<file path="src/include/cgdc_defines.svh">
`ifndef CGDC_DEFINES_SVH
`define CGDC_DEFINES_SVH

`define CGDC_NUM_GEN     8
`define CGDC_NUM_CH      8
`define CGDC_ADDR_BITS   8
`define CGDC_DIV_OFFSET  32'h0000_0008
`define CGDC_STAT_OFFSET 32'h0000_000C
`define CGDC_SEL_LSB     0
`define CGDC_SEL_MSB     3
`define CGDC_DIV_LSB     8
`define CGDC_DIV_MSB     23
`define CGDC_W_GEN1      16
`define CGDC_W_GEN2      5
`define CGDC_W_OTHER     8
`define CGDC_SEL_LAST    4'h7
`define CGDC_SEL_RESET   4'h0
`define CGDC_DIV_RESET   16'h0000
`define CGDC_REG_RESET   32'h0000_0000
`define CGDC_HSIZE_WORD  3'h2

`endif

</file>
<file path="src/include/cgdc_pkg.sv">
package cgdc_pkg;
`include "cgdc_defines.svh"

	typedef logic [3:0]  cgdc_sel_type;
	typedef logic [15:0] cgdc_div_type;

	typedef struct packed {
		logic         lock;
		cgdc_sel_type src;
	} cgdc_chan_type;

	typedef struct packed {
		logic                        write;
		logic [`CGDC_ADDR_BITS-1:0] addr;
	} cgdc_aphase_type;

	typedef enum logic [1:0] {
		BUS_IDLE,
		BUS_WRITE,
		BUS_RD_WAIT,
		BUS_RD_DONE
	} cgdc_bus_state_type;

	function automatic int cgdc_gen_width(input int gen);
		if (gen == 1) begin
			return `CGDC_W_GEN1;
		end
		if (gen == 2) begin
			return `CGDC_W_GEN2;
		end
		return `CGDC_W_OTHER;
	endfunction : cgdc_gen_width

endpackage : cgdc_pkg

</file>
<file path="src/hdl/cgdc_top.sv">
`timescale 1ns/10ps
`include "cgdc_defines.svh"

module cgdc_top #(
	parameter int NUM_GEN = `CGDC_NUM_GEN,
	parameter int NUM_CH  = `CGDC_NUM_CH
) (
	input  wire logic                                 clk_i,
	input  wire logic                                 rst_i,
	input  wire logic                                 user_rst_i,
	input  wire logic                                 hsel_i,
	input  wire logic [31:0]                          haddr_i,
	input  wire logic [1:0]                           htrans_i,
	input  wire logic                                 hwrite_i,
	input  wire logic [2:0]                           hsize_i,
	input  wire logic [31:0]                          hwdata_i,
	input  wire logic                                 hready_i,
	input  wire cgdc_pkg::cgdc_chan_type [NUM_CH-1:0] chan_i,
	input  wire cgdc_pkg::cgdc_sel_type               rtc_gen_i,
	output logic [31:0]                               hrdata_o,
	output logic                                      hreadyout_o,
	output logic                                      hresp_o,
	output cgdc_pkg::cgdc_div_type [NUM_GEN-1:0]      div_o
);
	import cgdc_pkg::*;

	localparam int AW = `CGDC_ADDR_BITS;

	if (NUM_GEN != `CGDC_NUM_GEN || NUM_CH < 1 || NUM_CH > 64) begin : g_bad
		$error("cgdc_top: generator count is fixed and channels must be 1 to 64");
	end

	cgdc_bus_state_type state;
	cgdc_bus_state_type next_state;
	cgdc_aphase_type    aph;
	cgdc_aphase_type    next_aph;
	cgdc_sel_type       sel;
	cgdc_sel_type       next_sel;
	logic [31:0]        rdata;
	logic [31:0]        next_rdata;
	logic               ready;
	logic               next_ready;
	logic               resp;
	logic               next_resp;
	logic [NUM_GEN-1:0] keep_q;
	logic [NUM_GEN-1:0] next_keep_q;
	logic [NUM_GEN-1:0] keep;
	logic [NUM_GEN-1:0] slot_keep;
	logic [NUM_GEN-1:0] slot_wr;
	cgdc_div_type [NUM_GEN-1:0] div;
	logic [31:0]        rd_word;
	logic               take;
	logic               in_div;
	logic               wr_go;
	logic               wr_hit;
	cgdc_sel_type       wsel;
	cgdc_div_type       wdiv;
	logic               wsel_ok;
	logic               lock_on1;

	// A request is taken only on the edge that also ends the previous data phase
	assign take    = hsel_i && htrans_i[1] && hready_i;
	assign in_div  = aph.addr == AW'(`CGDC_DIV_OFFSET);
	assign wsel    = hwdata_i[`CGDC_SEL_MSB:`CGDC_SEL_LSB];
	assign wdiv    = hwdata_i[`CGDC_DIV_MSB:`CGDC_DIV_LSB];
	assign wsel_ok = wsel <= `CGDC_SEL_LAST;
	assign wr_go   = state == BUS_WRITE && aph.write && in_div;
	assign wr_hit  = wr_go && wsel_ok;

	cgdc_lock_eval #(
		.NUM_GEN (NUM_GEN),
		.NUM_CH  (NUM_CH)
	) u_lock (
		.chan_i    (chan_i),
		.rtc_gen_i (rtc_gen_i),
		.keep_o    (keep)
	);

	for (genvar g = 0; g < NUM_GEN; g++) begin : g_slot
		// Generator 0 is never protected from a user reset
		assign slot_keep[g] = (g == 0) ? 1'b0 : keep[g];
		assign slot_wr[g]   = wr_hit && wsel == 4'(g);
		cgdc_div_slot #(
			.WIDTH (cgdc_gen_width(g))
		) u_slot (
			.clk_i      (clk_i),
			.rst_i      (rst_i),
			.user_rst_i (user_rst_i),
			.keep_i     (slot_keep[g]),
			.wr_i       (slot_wr[g]),
			.wdiv_i     (wdiv),
			.div_o      (div[g])
		);
	end

	// Reads pick up the factor of the last selector written; a reserved one reads factor zero
	always_comb begin
		rd_word = `CGDC_REG_RESET;
		if (in_div) begin
			rd_word[`CGDC_SEL_MSB:`CGDC_SEL_LSB] = sel;
			if (sel <= `CGDC_SEL_LAST) begin
				rd_word[`CGDC_DIV_MSB:`CGDC_DIV_LSB] = div[sel[2:0]];
			end
		end else if (aph.addr == AW'(`CGDC_STAT_OFFSET)) begin
			rd_word[NUM_GEN-1:0] = keep_q;
		end
	end

	always_comb begin
		next_state  = state;
		next_aph    = aph;
		next_sel    = sel;
		next_rdata  = rdata;
		next_ready  = ready;
		next_resp   = 1'b0;
		next_keep_q = keep;
		unique case (state)
			BUS_IDLE, BUS_WRITE, BUS_RD_DONE: begin
				next_state = BUS_IDLE;
				if (take) begin
					// Sub-word writes complete on the bus but store nothing
					next_aph.write = hwrite_i && hsize_i == `CGDC_HSIZE_WORD;
					next_aph.addr  = haddr_i[AW-1:0];
					if (hwrite_i) begin
						next_state = BUS_WRITE;
					end else begin
						next_state = BUS_RD_WAIT;
						next_ready = 1'b0;
					end
				end
			end
			BUS_RD_WAIT: begin
				// One wait state lets a write in the previous data phase land first
				next_rdata = rd_word;
				next_ready = 1'b1;
				next_state = BUS_RD_DONE;
			end
		endcase
		if (wr_go) begin
			next_sel = wsel;
		end
		if (rst_i || user_rst_i) begin
			next_state  = BUS_IDLE;
			next_aph    = '0;
			next_sel    = `CGDC_SEL_RESET;
			next_rdata  = `CGDC_REG_RESET;
			next_ready  = 1'b1;
			next_keep_q = '0;
		end
	end

	always_ff @(posedge clk_i) begin
		state  <= next_state;
		aph    <= next_aph;
		sel    <= next_sel;
		rdata  <= next_rdata;
		ready  <= next_ready;
		resp   <= next_resp;
		keep_q <= next_keep_q;
	end

	assign hrdata_o    = rdata;
	assign hreadyout_o = ready;
	assign hresp_o     = resp;
	assign div_o       = div;

	always_comb begin
		lock_on1 = 1'b0;
		for (int c = 0; c < NUM_CH; c++) begin
			if (chan_i[c].lock && chan_i[c].src == 4'h1) begin
				lock_on1 = 1'b1;
			end
		end
	end

	AST_READ_WAIT: assert property (@(posedge clk_i) disable iff (rst_i || user_rst_i)
		take && !hwrite_i |=> !hreadyout_o ##1 hreadyout_o)
		else $error("read did not answer after exactly one wait state");

	AST_WRITE_NO_WAIT: assert property (@(posedge clk_i) disable iff (rst_i || user_rst_i)
		take && hwrite_i |=> hreadyout_o && !hresp_o)
		else $error("write data phase was stalled or not OKAY");

	AST_RESERVED_SEL: assert property (@(posedge clk_i) disable iff (rst_i)
		wr_go && !wsel_ok && !user_rst_i |=> div == $past(div) && sel == $past(wsel))
		else $error("reserved selector changed a factor or was not kept");

	AST_GEN1_FULL: assert property (@(posedge clk_i) disable iff (rst_i)
		wr_hit && wsel == 4'h1 && !user_rst_i |=> div[1] == $past(wdiv))
		else $error("generator 1 lost factor bits");

	AST_GEN2_NARROW: assert property (@(posedge clk_i) disable iff (rst_i)
		wr_hit && wsel == 4'h2 && !user_rst_i |=> div[2] == 16'($past(wdiv[4:0])))
		else $error("generator 2 factor not cut to five bits");

	AST_OTHER_BYTE: assert property (@(posedge clk_i) disable iff (rst_i)
		wr_hit && wsel != 4'h1 && wsel != 4'h2 && !user_rst_i
		|=> div[$past(wsel[2:0])] == 16'($past(wdiv[7:0])))
		else $error("eight-bit generator factor wrong after write");

	AST_WRITE_ONLY_TARGET: assert property (@(posedge clk_i) disable iff (rst_i)
		wr_hit && wsel != 4'h0 && !user_rst_i |=> $stable(div[0]))
		else $error("write touched a generator it did not select");

	AST_POWER_RESET: assert property (@(posedge clk_i) disable iff (rst_i)
		$past(rst_i) |-> div == '0 && sel == `CGDC_SEL_RESET && hreadyout_o)
		else $error("power reset left a factor or the selector set");

	AST_USER_GEN0: assert property (@(posedge clk_i) disable iff (rst_i)
		user_rst_i |=> div[0] == `CGDC_DIV_RESET)
		else $error("user reset did not clear generator 0");

	AST_USER_LOCKED: assert property (@(posedge clk_i) disable iff (rst_i)
		user_rst_i && (lock_on1 || rtc_gen_i == 4'h1) |=> $stable(div[1]))
		else $error("locked or real-time generator 1 lost its factor");

	AST_READ_FIELDS: assert property (@(posedge clk_i) disable iff (rst_i || user_rst_i)
		state == BUS_RD_WAIT && in_div |=>
		hrdata_o[3:0] == sel && hrdata_o[7:4] == 4'h0 && hrdata_o[31:24] == 8'h00)
		else $error("division register read has wrong fixed fields");

	AST_READ_AFTER_WRITE: assert property (@(posedge clk_i) disable iff (rst_i || user_rst_i)
		wr_hit && take && !hwrite_i && haddr_i[AW-1:0] == AW'(`CGDC_DIV_OFFSET)
		|=> ##1 hrdata_o[3:0] == $past(wsel, 2))
		else $error("read right after write did not see the new selector");

	// Bus, reset, hold and read-back checks, several on internal state; the factor checks above cover the write path

	AST_POWER_ALL_CLEAR: assert property (@(posedge clk_i)
		rst_i |=> div == '0 && sel == `CGDC_SEL_RESET)
		else $error("factors or selector not cleared while power reset is held");

	AST_POWER_READ_ZERO: assert property (@(posedge clk_i) disable iff (rst_i)
		$past(rst_i) |-> hrdata_o == `CGDC_REG_RESET && !hresp_o && state == BUS_IDLE)
		else $error("bus side not idle with zero read data after power reset");

	AST_USER_SEL_CLEAR: assert property (@(posedge clk_i) disable iff (rst_i)
		user_rst_i |=> sel == `CGDC_SEL_RESET && hreadyout_o && hrdata_o == `CGDC_REG_RESET)
		else $error("user reset left the selector or read data set");

	AST_RESP_OKAY: assert property (@(posedge clk_i) disable iff (rst_i)
		!hresp_o)
		else $error("response was not OKAY");

	AST_READY_LOW_READ: assert property (@(posedge clk_i) disable iff (rst_i)
		!hreadyout_o |-> state == BUS_RD_WAIT)
		else $error("bus stalled outside a read wait state");

	AST_SEL_HOLDS: assert property (@(posedge clk_i) disable iff (rst_i)
		!wr_go && !user_rst_i |=> $stable(sel))
		else $error("selector changed without a write");

	AST_DIV_HOLDS: assert property (@(posedge clk_i) disable iff (rst_i)
		!wr_hit && !user_rst_i |=> $stable(div))
		else $error("a factor changed without a write that selects it");

	AST_SUBWORD_IGNORED: assert property (@(posedge clk_i) disable iff (rst_i)
		take && hwrite_i && hsize_i != `CGDC_HSIZE_WORD && !user_rst_i |=> !wr_go)
		else $error("sub-word write reached the register");

	AST_READ_FACTOR: assert property (@(posedge clk_i) disable iff (rst_i || user_rst_i)
		state == BUS_RD_WAIT && in_div && sel <= `CGDC_SEL_LAST
		|=> hrdata_o[`CGDC_DIV_MSB:`CGDC_DIV_LSB] == $past(div[sel[2:0]]))
		else $error("read factor is not that of the selected generator");

	AST_READ_RESERVED: assert property (@(posedge clk_i) disable iff (rst_i || user_rst_i)
		state == BUS_RD_WAIT && in_div && sel > `CGDC_SEL_LAST
		|=> hrdata_o[`CGDC_DIV_MSB:`CGDC_DIV_LSB] == `CGDC_DIV_RESET)
		else $error("reserved selector read a nonzero factor");

	AST_READ_STATUS: assert property (@(posedge clk_i) disable iff (rst_i || user_rst_i)
		state == BUS_RD_WAIT && aph.addr == AW'(`CGDC_STAT_OFFSET) |=> hrdata_o == 32'($past(keep_q)))
		else $error("status read does not show the protected mask");

	AST_READ_UNMAPPED: assert property (@(posedge clk_i) disable iff (rst_i || user_rst_i)
		state == BUS_RD_WAIT && !in_div && aph.addr != AW'(`CGDC_STAT_OFFSET)
		|=> hrdata_o == `CGDC_REG_RESET)
		else $error("unmapped read returned nonzero data");

	AST_RDATA_STANDS: assert property (@(posedge clk_i) disable iff (rst_i || user_rst_i)
		state != BUS_RD_WAIT |=> $stable(hrdata_o))
		else $error("read data moved outside a read");

	AST_STATUS_FOLLOWS: assert property (@(posedge clk_i) disable iff (rst_i)
		!user_rst_i |=> keep_q == $past(keep))
		else $error("protected mask register lags or ignores the lock inputs");

endmodule : cgdc_top

</file>
<file path="src/hdl/cgdc_lock_eval.sv">
`timescale 1ns/10ps
`include "cgdc_defines.svh"

module cgdc_lock_eval #(
	parameter int NUM_GEN = `CGDC_NUM_GEN,
	parameter int NUM_CH  = `CGDC_NUM_CH
) (
	input  wire cgdc_pkg::cgdc_chan_type [NUM_CH-1:0] chan_i,
	input  wire cgdc_pkg::cgdc_sel_type               rtc_gen_i,
	output logic [NUM_GEN-1:0]                        keep_o
);
	import cgdc_pkg::*;

	if (NUM_GEN < 1 || NUM_GEN > 16 || NUM_CH < 1) begin : g_bad
		$error("cgdc_lock_eval: unsupported generator or channel count");
	end

	for (genvar g = 0; g < NUM_GEN; g++) begin : g_gen
		logic locked;
		always_comb begin
			locked = 1'b0;
			for (int c = 0; c < NUM_CH; c++) begin
				if (chan_i[c].lock && chan_i[c].src == 4'(g)) begin
					locked = 1'b1;
				end
			end
		end
		assign keep_o[g] = locked || (rtc_gen_i == 4'(g));
	end

endmodule : cgdc_lock_eval

</file>
<file path="src/hdl/cgdc_div_slot.sv">
`timescale 1ns/10ps
`include "cgdc_defines.svh"

module cgdc_div_slot #(
	parameter int WIDTH = `CGDC_W_OTHER
) (
	input  wire logic                   clk_i,
	input  wire logic                   rst_i,
	input  wire logic                   user_rst_i,
	input  wire logic                   keep_i,
	input  wire logic                   wr_i,
	input  wire cgdc_pkg::cgdc_div_type wdiv_i,
	output cgdc_pkg::cgdc_div_type      div_o
);
	import cgdc_pkg::*;

	logic [WIDTH-1:0] div;
	logic [WIDTH-1:0] next_div;

	if (WIDTH < 1 || WIDTH > 16) begin : g_bad
		$error("cgdc_div_slot: width must be 1 to 16");
	end

	always_comb begin
		next_div = div;
		if (rst_i) begin
			next_div = WIDTH'(`CGDC_DIV_RESET);
		end else if (user_rst_i) begin
			if (!keep_i) begin
				next_div = WIDTH'(`CGDC_DIV_RESET);
			end
		end else if (wr_i) begin
			next_div = wdiv_i[WIDTH-1:0];
		end
	end

	always_ff @(posedge clk_i) begin
		div <= next_div;
	end

	assign div_o = 16'(div);

	AST_SLOT_UPPER_ZERO: assert property (@(posedge clk_i) disable iff (rst_i)
		(div_o >> WIDTH) == `CGDC_DIV_RESET)
		else $error("bits above the slot width are not zero");

	AST_SLOT_USER_CLEAR: assert property (@(posedge clk_i) disable iff (rst_i)
		user_rst_i && !keep_i |=> div_o == `CGDC_DIV_RESET)
		else $error("unprotected slot not cleared by user reset");

	AST_SLOT_USER_KEEP: assert property (@(posedge clk_i) disable iff (rst_i)
		user_rst_i && keep_i |=> $stable(div_o))
		else $error("protected slot changed on user reset");

endmodule : cgdc_div_slot

</file>
<file path="config.mk">
export PLATFORM = sky130hd
export DESIGN_NAME = cgdc_top
export DESIGN_NICKNAME = d
export VERILOG_FILES = /design/src/include/cgdc_pkg.sv /design/src/hdl/cgdc_top.sv /design/src/hdl/cgdc_lock_eval.sv /design/src/hdl/cgdc_div_slot.sv
export VERILOG_INCLUDE_DIRS = /design/src /design/src/include
export SDC_FILE = /design/constraint.sdc
export NUM_CORES = 1
export LEC_CHECK = 0
export BUFFER_PORTS_ARGS = -buffer_cell sky130_fd_sc_hd__buf_2
export CORE_MARGIN = 2
export CORE_UTILIZATION = 29
export DETAILED_ROUTE_END_ITERATION = 8
export GPL_TIMING_DRIVEN = 0
export SKIP_LAST_GASP = 1
export SLEW_MARGIN = 25
export SYNTH_ARGS = -nofsm -noshare
export SYNTH_HDL_FRONTEND = slang
export SYNTH_SLANG_ARGS = --single-unit
</file>
<file path="constraint.sdc">
create_clock -name clk_i -period 2.19 [get_ports clk_i]
set_clock_uncertainty 0.15 [all_clocks]
set_input_delay 0.3285 -clock clk_i [delete_from_list [all_inputs] [get_ports clk_i]]
set_output_delay 0.3285 -clock clk_i [all_outputs]
set_load 0.01 [all_outputs]
</file>
==> flow_summary.ini <==
[routing]
wl_mm = 18.7
drt-pass1-iter-count = 5
wire_per_inst_um = 15.6
via_count = 5464
dr_wl_met3_mm = 1.17
wl_met2_mm = 8.78
drc = 0
top_signal_layer_used = met4
drt-vias-per-instance = 4.55
detail-route-antenna-nets = 0
drt_iter0_drc = 304
drt-met1-wl_mm = 8.48

[worst_setup_path]
crit_path_max_delay_cell_type = a2111oi_0
critical_path_cell_list = buf_2 -> or3b_2 -> o22ai_1 -> a2111oi_0 -> a31oi_1 -> a32o_1
setup.worst_path.start_class = primary input
arrival_ns = 2.35
critPathKind = in -> reg
timing.critical_path.slowest_cell_delay_ns = 0.83
timing.critical_path.to_type = flip-flop
path_max_fanout = 5
cp.buffers_inverters = 1
reg2reg_slack_ns = 0.07
cp_data_required_time_ns = 2.34
critPathTopFamily = compound AO/OA/AOI/OAI gates

[floorplanning]
width_of_the_die_um = 146
row_count = 52
floorplan.die_area_sq_mm = 0.0214
chipHeight_um = 146
starting_density_of_the_core_pct = 29.3
num_io_pins = 281
core_area_sq_mm = 0.0201

[pwr]
share_comb_of_total_power_pct = 9.1
p_sw_mw = 1.31
static_leakage_nw = 3.70
pwr_density_cell_mw_per_mm2 = 700
ir_drop_uv = 560
power_share_of_the_clock_group_pct = 53.7
internal_power_mw = 4.45
p_seq_share_pct = 37.2
power.switching_fraction_pct = 22.7

[cells_and_area]
finalNetCount = 1035
final_cell_area_sq_mm = 0.00823
filler_cell_count = 2026
final_common_cell = buf_2
synthToLayoutAreaGrowth_pct = 39.9
finish.utilization_pct = 41.0
final-seq-area_sq_mm = 0.00234
multi_input_area_sq_mm = 0.00310
mostFrequentLayoutCells = buf_2 (179), dfxtp_1 (117), buf_4 (76), conb_1 (68), nand2_1 (56)
post_route_cells_drive_above_1_share_pct = 36.9

[global_routing]
grt_pass1_wl_mm = 28.3
grt_util_all_layers_pct = 17.0
grt_start_max_net_pins = 17
via_count_of_the_first_global_routing_pass = 4984
gr-total-overflow = 0
antenna_found_initial = 1

[cts]
buffer_levels_on_the_longest_clock_path = 2
worstSkewPairLatency_ns = 0.40
count_of_clock_tree_sinks = 117
cts-htree-levels = 4
clockRootBuffer = clkbuf_16
tritoncts = done
clkTransAtPathRegs_ns = 0.06
cts_made_buffers = 17

[place]
placement.io_buffers = 174
gpl.final_weighted_congestion = 0.801
place.detailed.hpwl_mm = 14.1
total_cell_area_at_the_placement_stage_sq_mm = 0.00736

[sta]
clock.fmax_mhz = 453
timing_hold_violations_final = 0
min_period_ns = 2.21
unrepaired_setup_endpoints_after_global_routing = true
slew_headroom_pct = 36.8
max_slew.worst_pin.slew_ns = 0.925
min_period_over_period_pct = 101
post-route-worst-setup-slack_ns = -0.0188
final-max-slew-violation-count = 0
setup_viol_count_final = 5

[logic_synthesis]
post_synth_instance_area_sq_mm = 0.00588
synth_warnings = 0
async_reset_ff_share_pct = 0
synth.distinct_cells = 60
synth_cells = 639
synth-seq-area-share_pct = 39.8
synth_flop_cell = dfxtp_1
avgSynthCellArea_sq_um = 9.21
synth_enable_flop_cells = 0
synth_seq_cells = 117

[status]
status = finished with violations
failed_checks = negative setup slack

[worst_hold_path]
min-delay-path-class = in -> reg

[run]
max-cap-violations = 0
## power by group through the flow
stage / clock (mW) / combinational [mW] / sequential, mW
6_report: 3.09 / 0.527 / 2.14
5_1_grt: 3.25 / 0.576 / 2.14
4_1_cts: 3.13 / 0.509 / 2.14
3_5_place_dp: 0 / 0.490 / 2.19
3_3_place_gp: 0 / 0.485 / 2.19
2_1_floorplan: 0 / 0.316 / 2.19
## final cells by class
cell class	instances	area share (%)
Multi-Input combinational cell	461	37.7
Sequential cell	117	28.4
Timing Repair Buffer	191	12.4
Buffer	93	7.78
Clock buffer	20	5.55
Tap cell	270	4.10
Clock inverter	12	2.43
Inverter	35	1.60
Antenna cell	2	0.0608
## stage by stage
stage	hold WS (ns)	instances	setup slack (ns)	total power, mW	TNS (ns)
2_1_floorplan	0.287	706	0.310	2.50	0
3_3_place_gp	0.281	1150	-0.468	2.67	-21.58
3_5_place_dp	0.286	1150	-0.377	2.68	-18.63
4_1_cts	0.00262	1195	0.000318	5.78	0
5_1_grt	0.00863	1199	-0.0182	5.97	-0.154
6_report	0.0117	1201	-0.0188	5.76	-0.0802
## worst paths after layout
kind / start / end / cells past startpoint
setup / recovery: chan_i[29] / g_slot[2].u_slot.div[0]$_SDFFE_PP0P_ / 6
hold reg to reg: hreadyout_o$_SDFFE_PP1P_ / hreadyout_o$_SDFFE_PP1P_ / 2
setup reg to reg: state[1]$_SDFF_PP0_ / g_slot[7].u_slot.div[1]$_SDFFE_PP0P_ / 5
hold / removal: haddr_i[7] / aph[7]$_SDFFE_PP0P_ / 3
## logic make-up after synthesis
family	after synthesis	synth area share (%)
and+or+nand+nor	209	18.8
buffers and inverters	128	12.9
muxes	46	10.7
AOI/OAI and AO/OA	138	17.7
DFF	117	39.8
other	1	0.0637
## worst register-to-register path: cells and delay by family, from the launching register on
family / cells / cell delay (ns)
AOI/OAI and AO/OA: 3 / 0.99
DFF: 1 / 0.35
and+or+nand+nor: 2 / 0.58
## flip-flops by register name, summed over array words and instances, names as in the netlist
register / count
g_slot.u_slot.div: 53
state: 2
keep_q: 8
hrdata_o: 24
g_slot.u_slot.div_o: 16
hreadyout_o: 1
aph: 9
sel: 4
## layer usage
layer  GRT usage, %  up-vias
li1               -     2713
met1           23.2     2540
met2           27.1      194
met3           3.31       17
met4           5.19        0
met5              0        -
## cell usage after synthesis (all sizes together) (7+ instances only)
master / n / area [sq um]
a21oi: 10 / 50.1
clkbuf: 11 / 41.3
nor2: 58 / 223
nor3: 23 / 120
or3b: 8 / 70.1
a22o: 27 / 236
o22ai: 25 / 156
mux2i: 26 / 260
inv: 35 / 131
mux2: 7 / 78.8
buf: 82 / 584
o21ai: 34 / 170
nand2b: 19 / 119
nand3b: 8 / 60.1
a22oi: 7 / 52.6
nand2: 57 / 216
nor2b: 7 / 51.3
and2: 9 / 56.3
dfxtp: 117 / 2340
mux4: 13 / 293
## repair_timing
item	in CTS	in global routing
endpoints found under the setup margin	46	58
pin swaps	4	3
gates resized for setup	4	9
cloned	0	1
hold buffers	8	0
hold endpoints to repair	8	0
setup buffers	5	3
(Power assumes the default switching activity.)
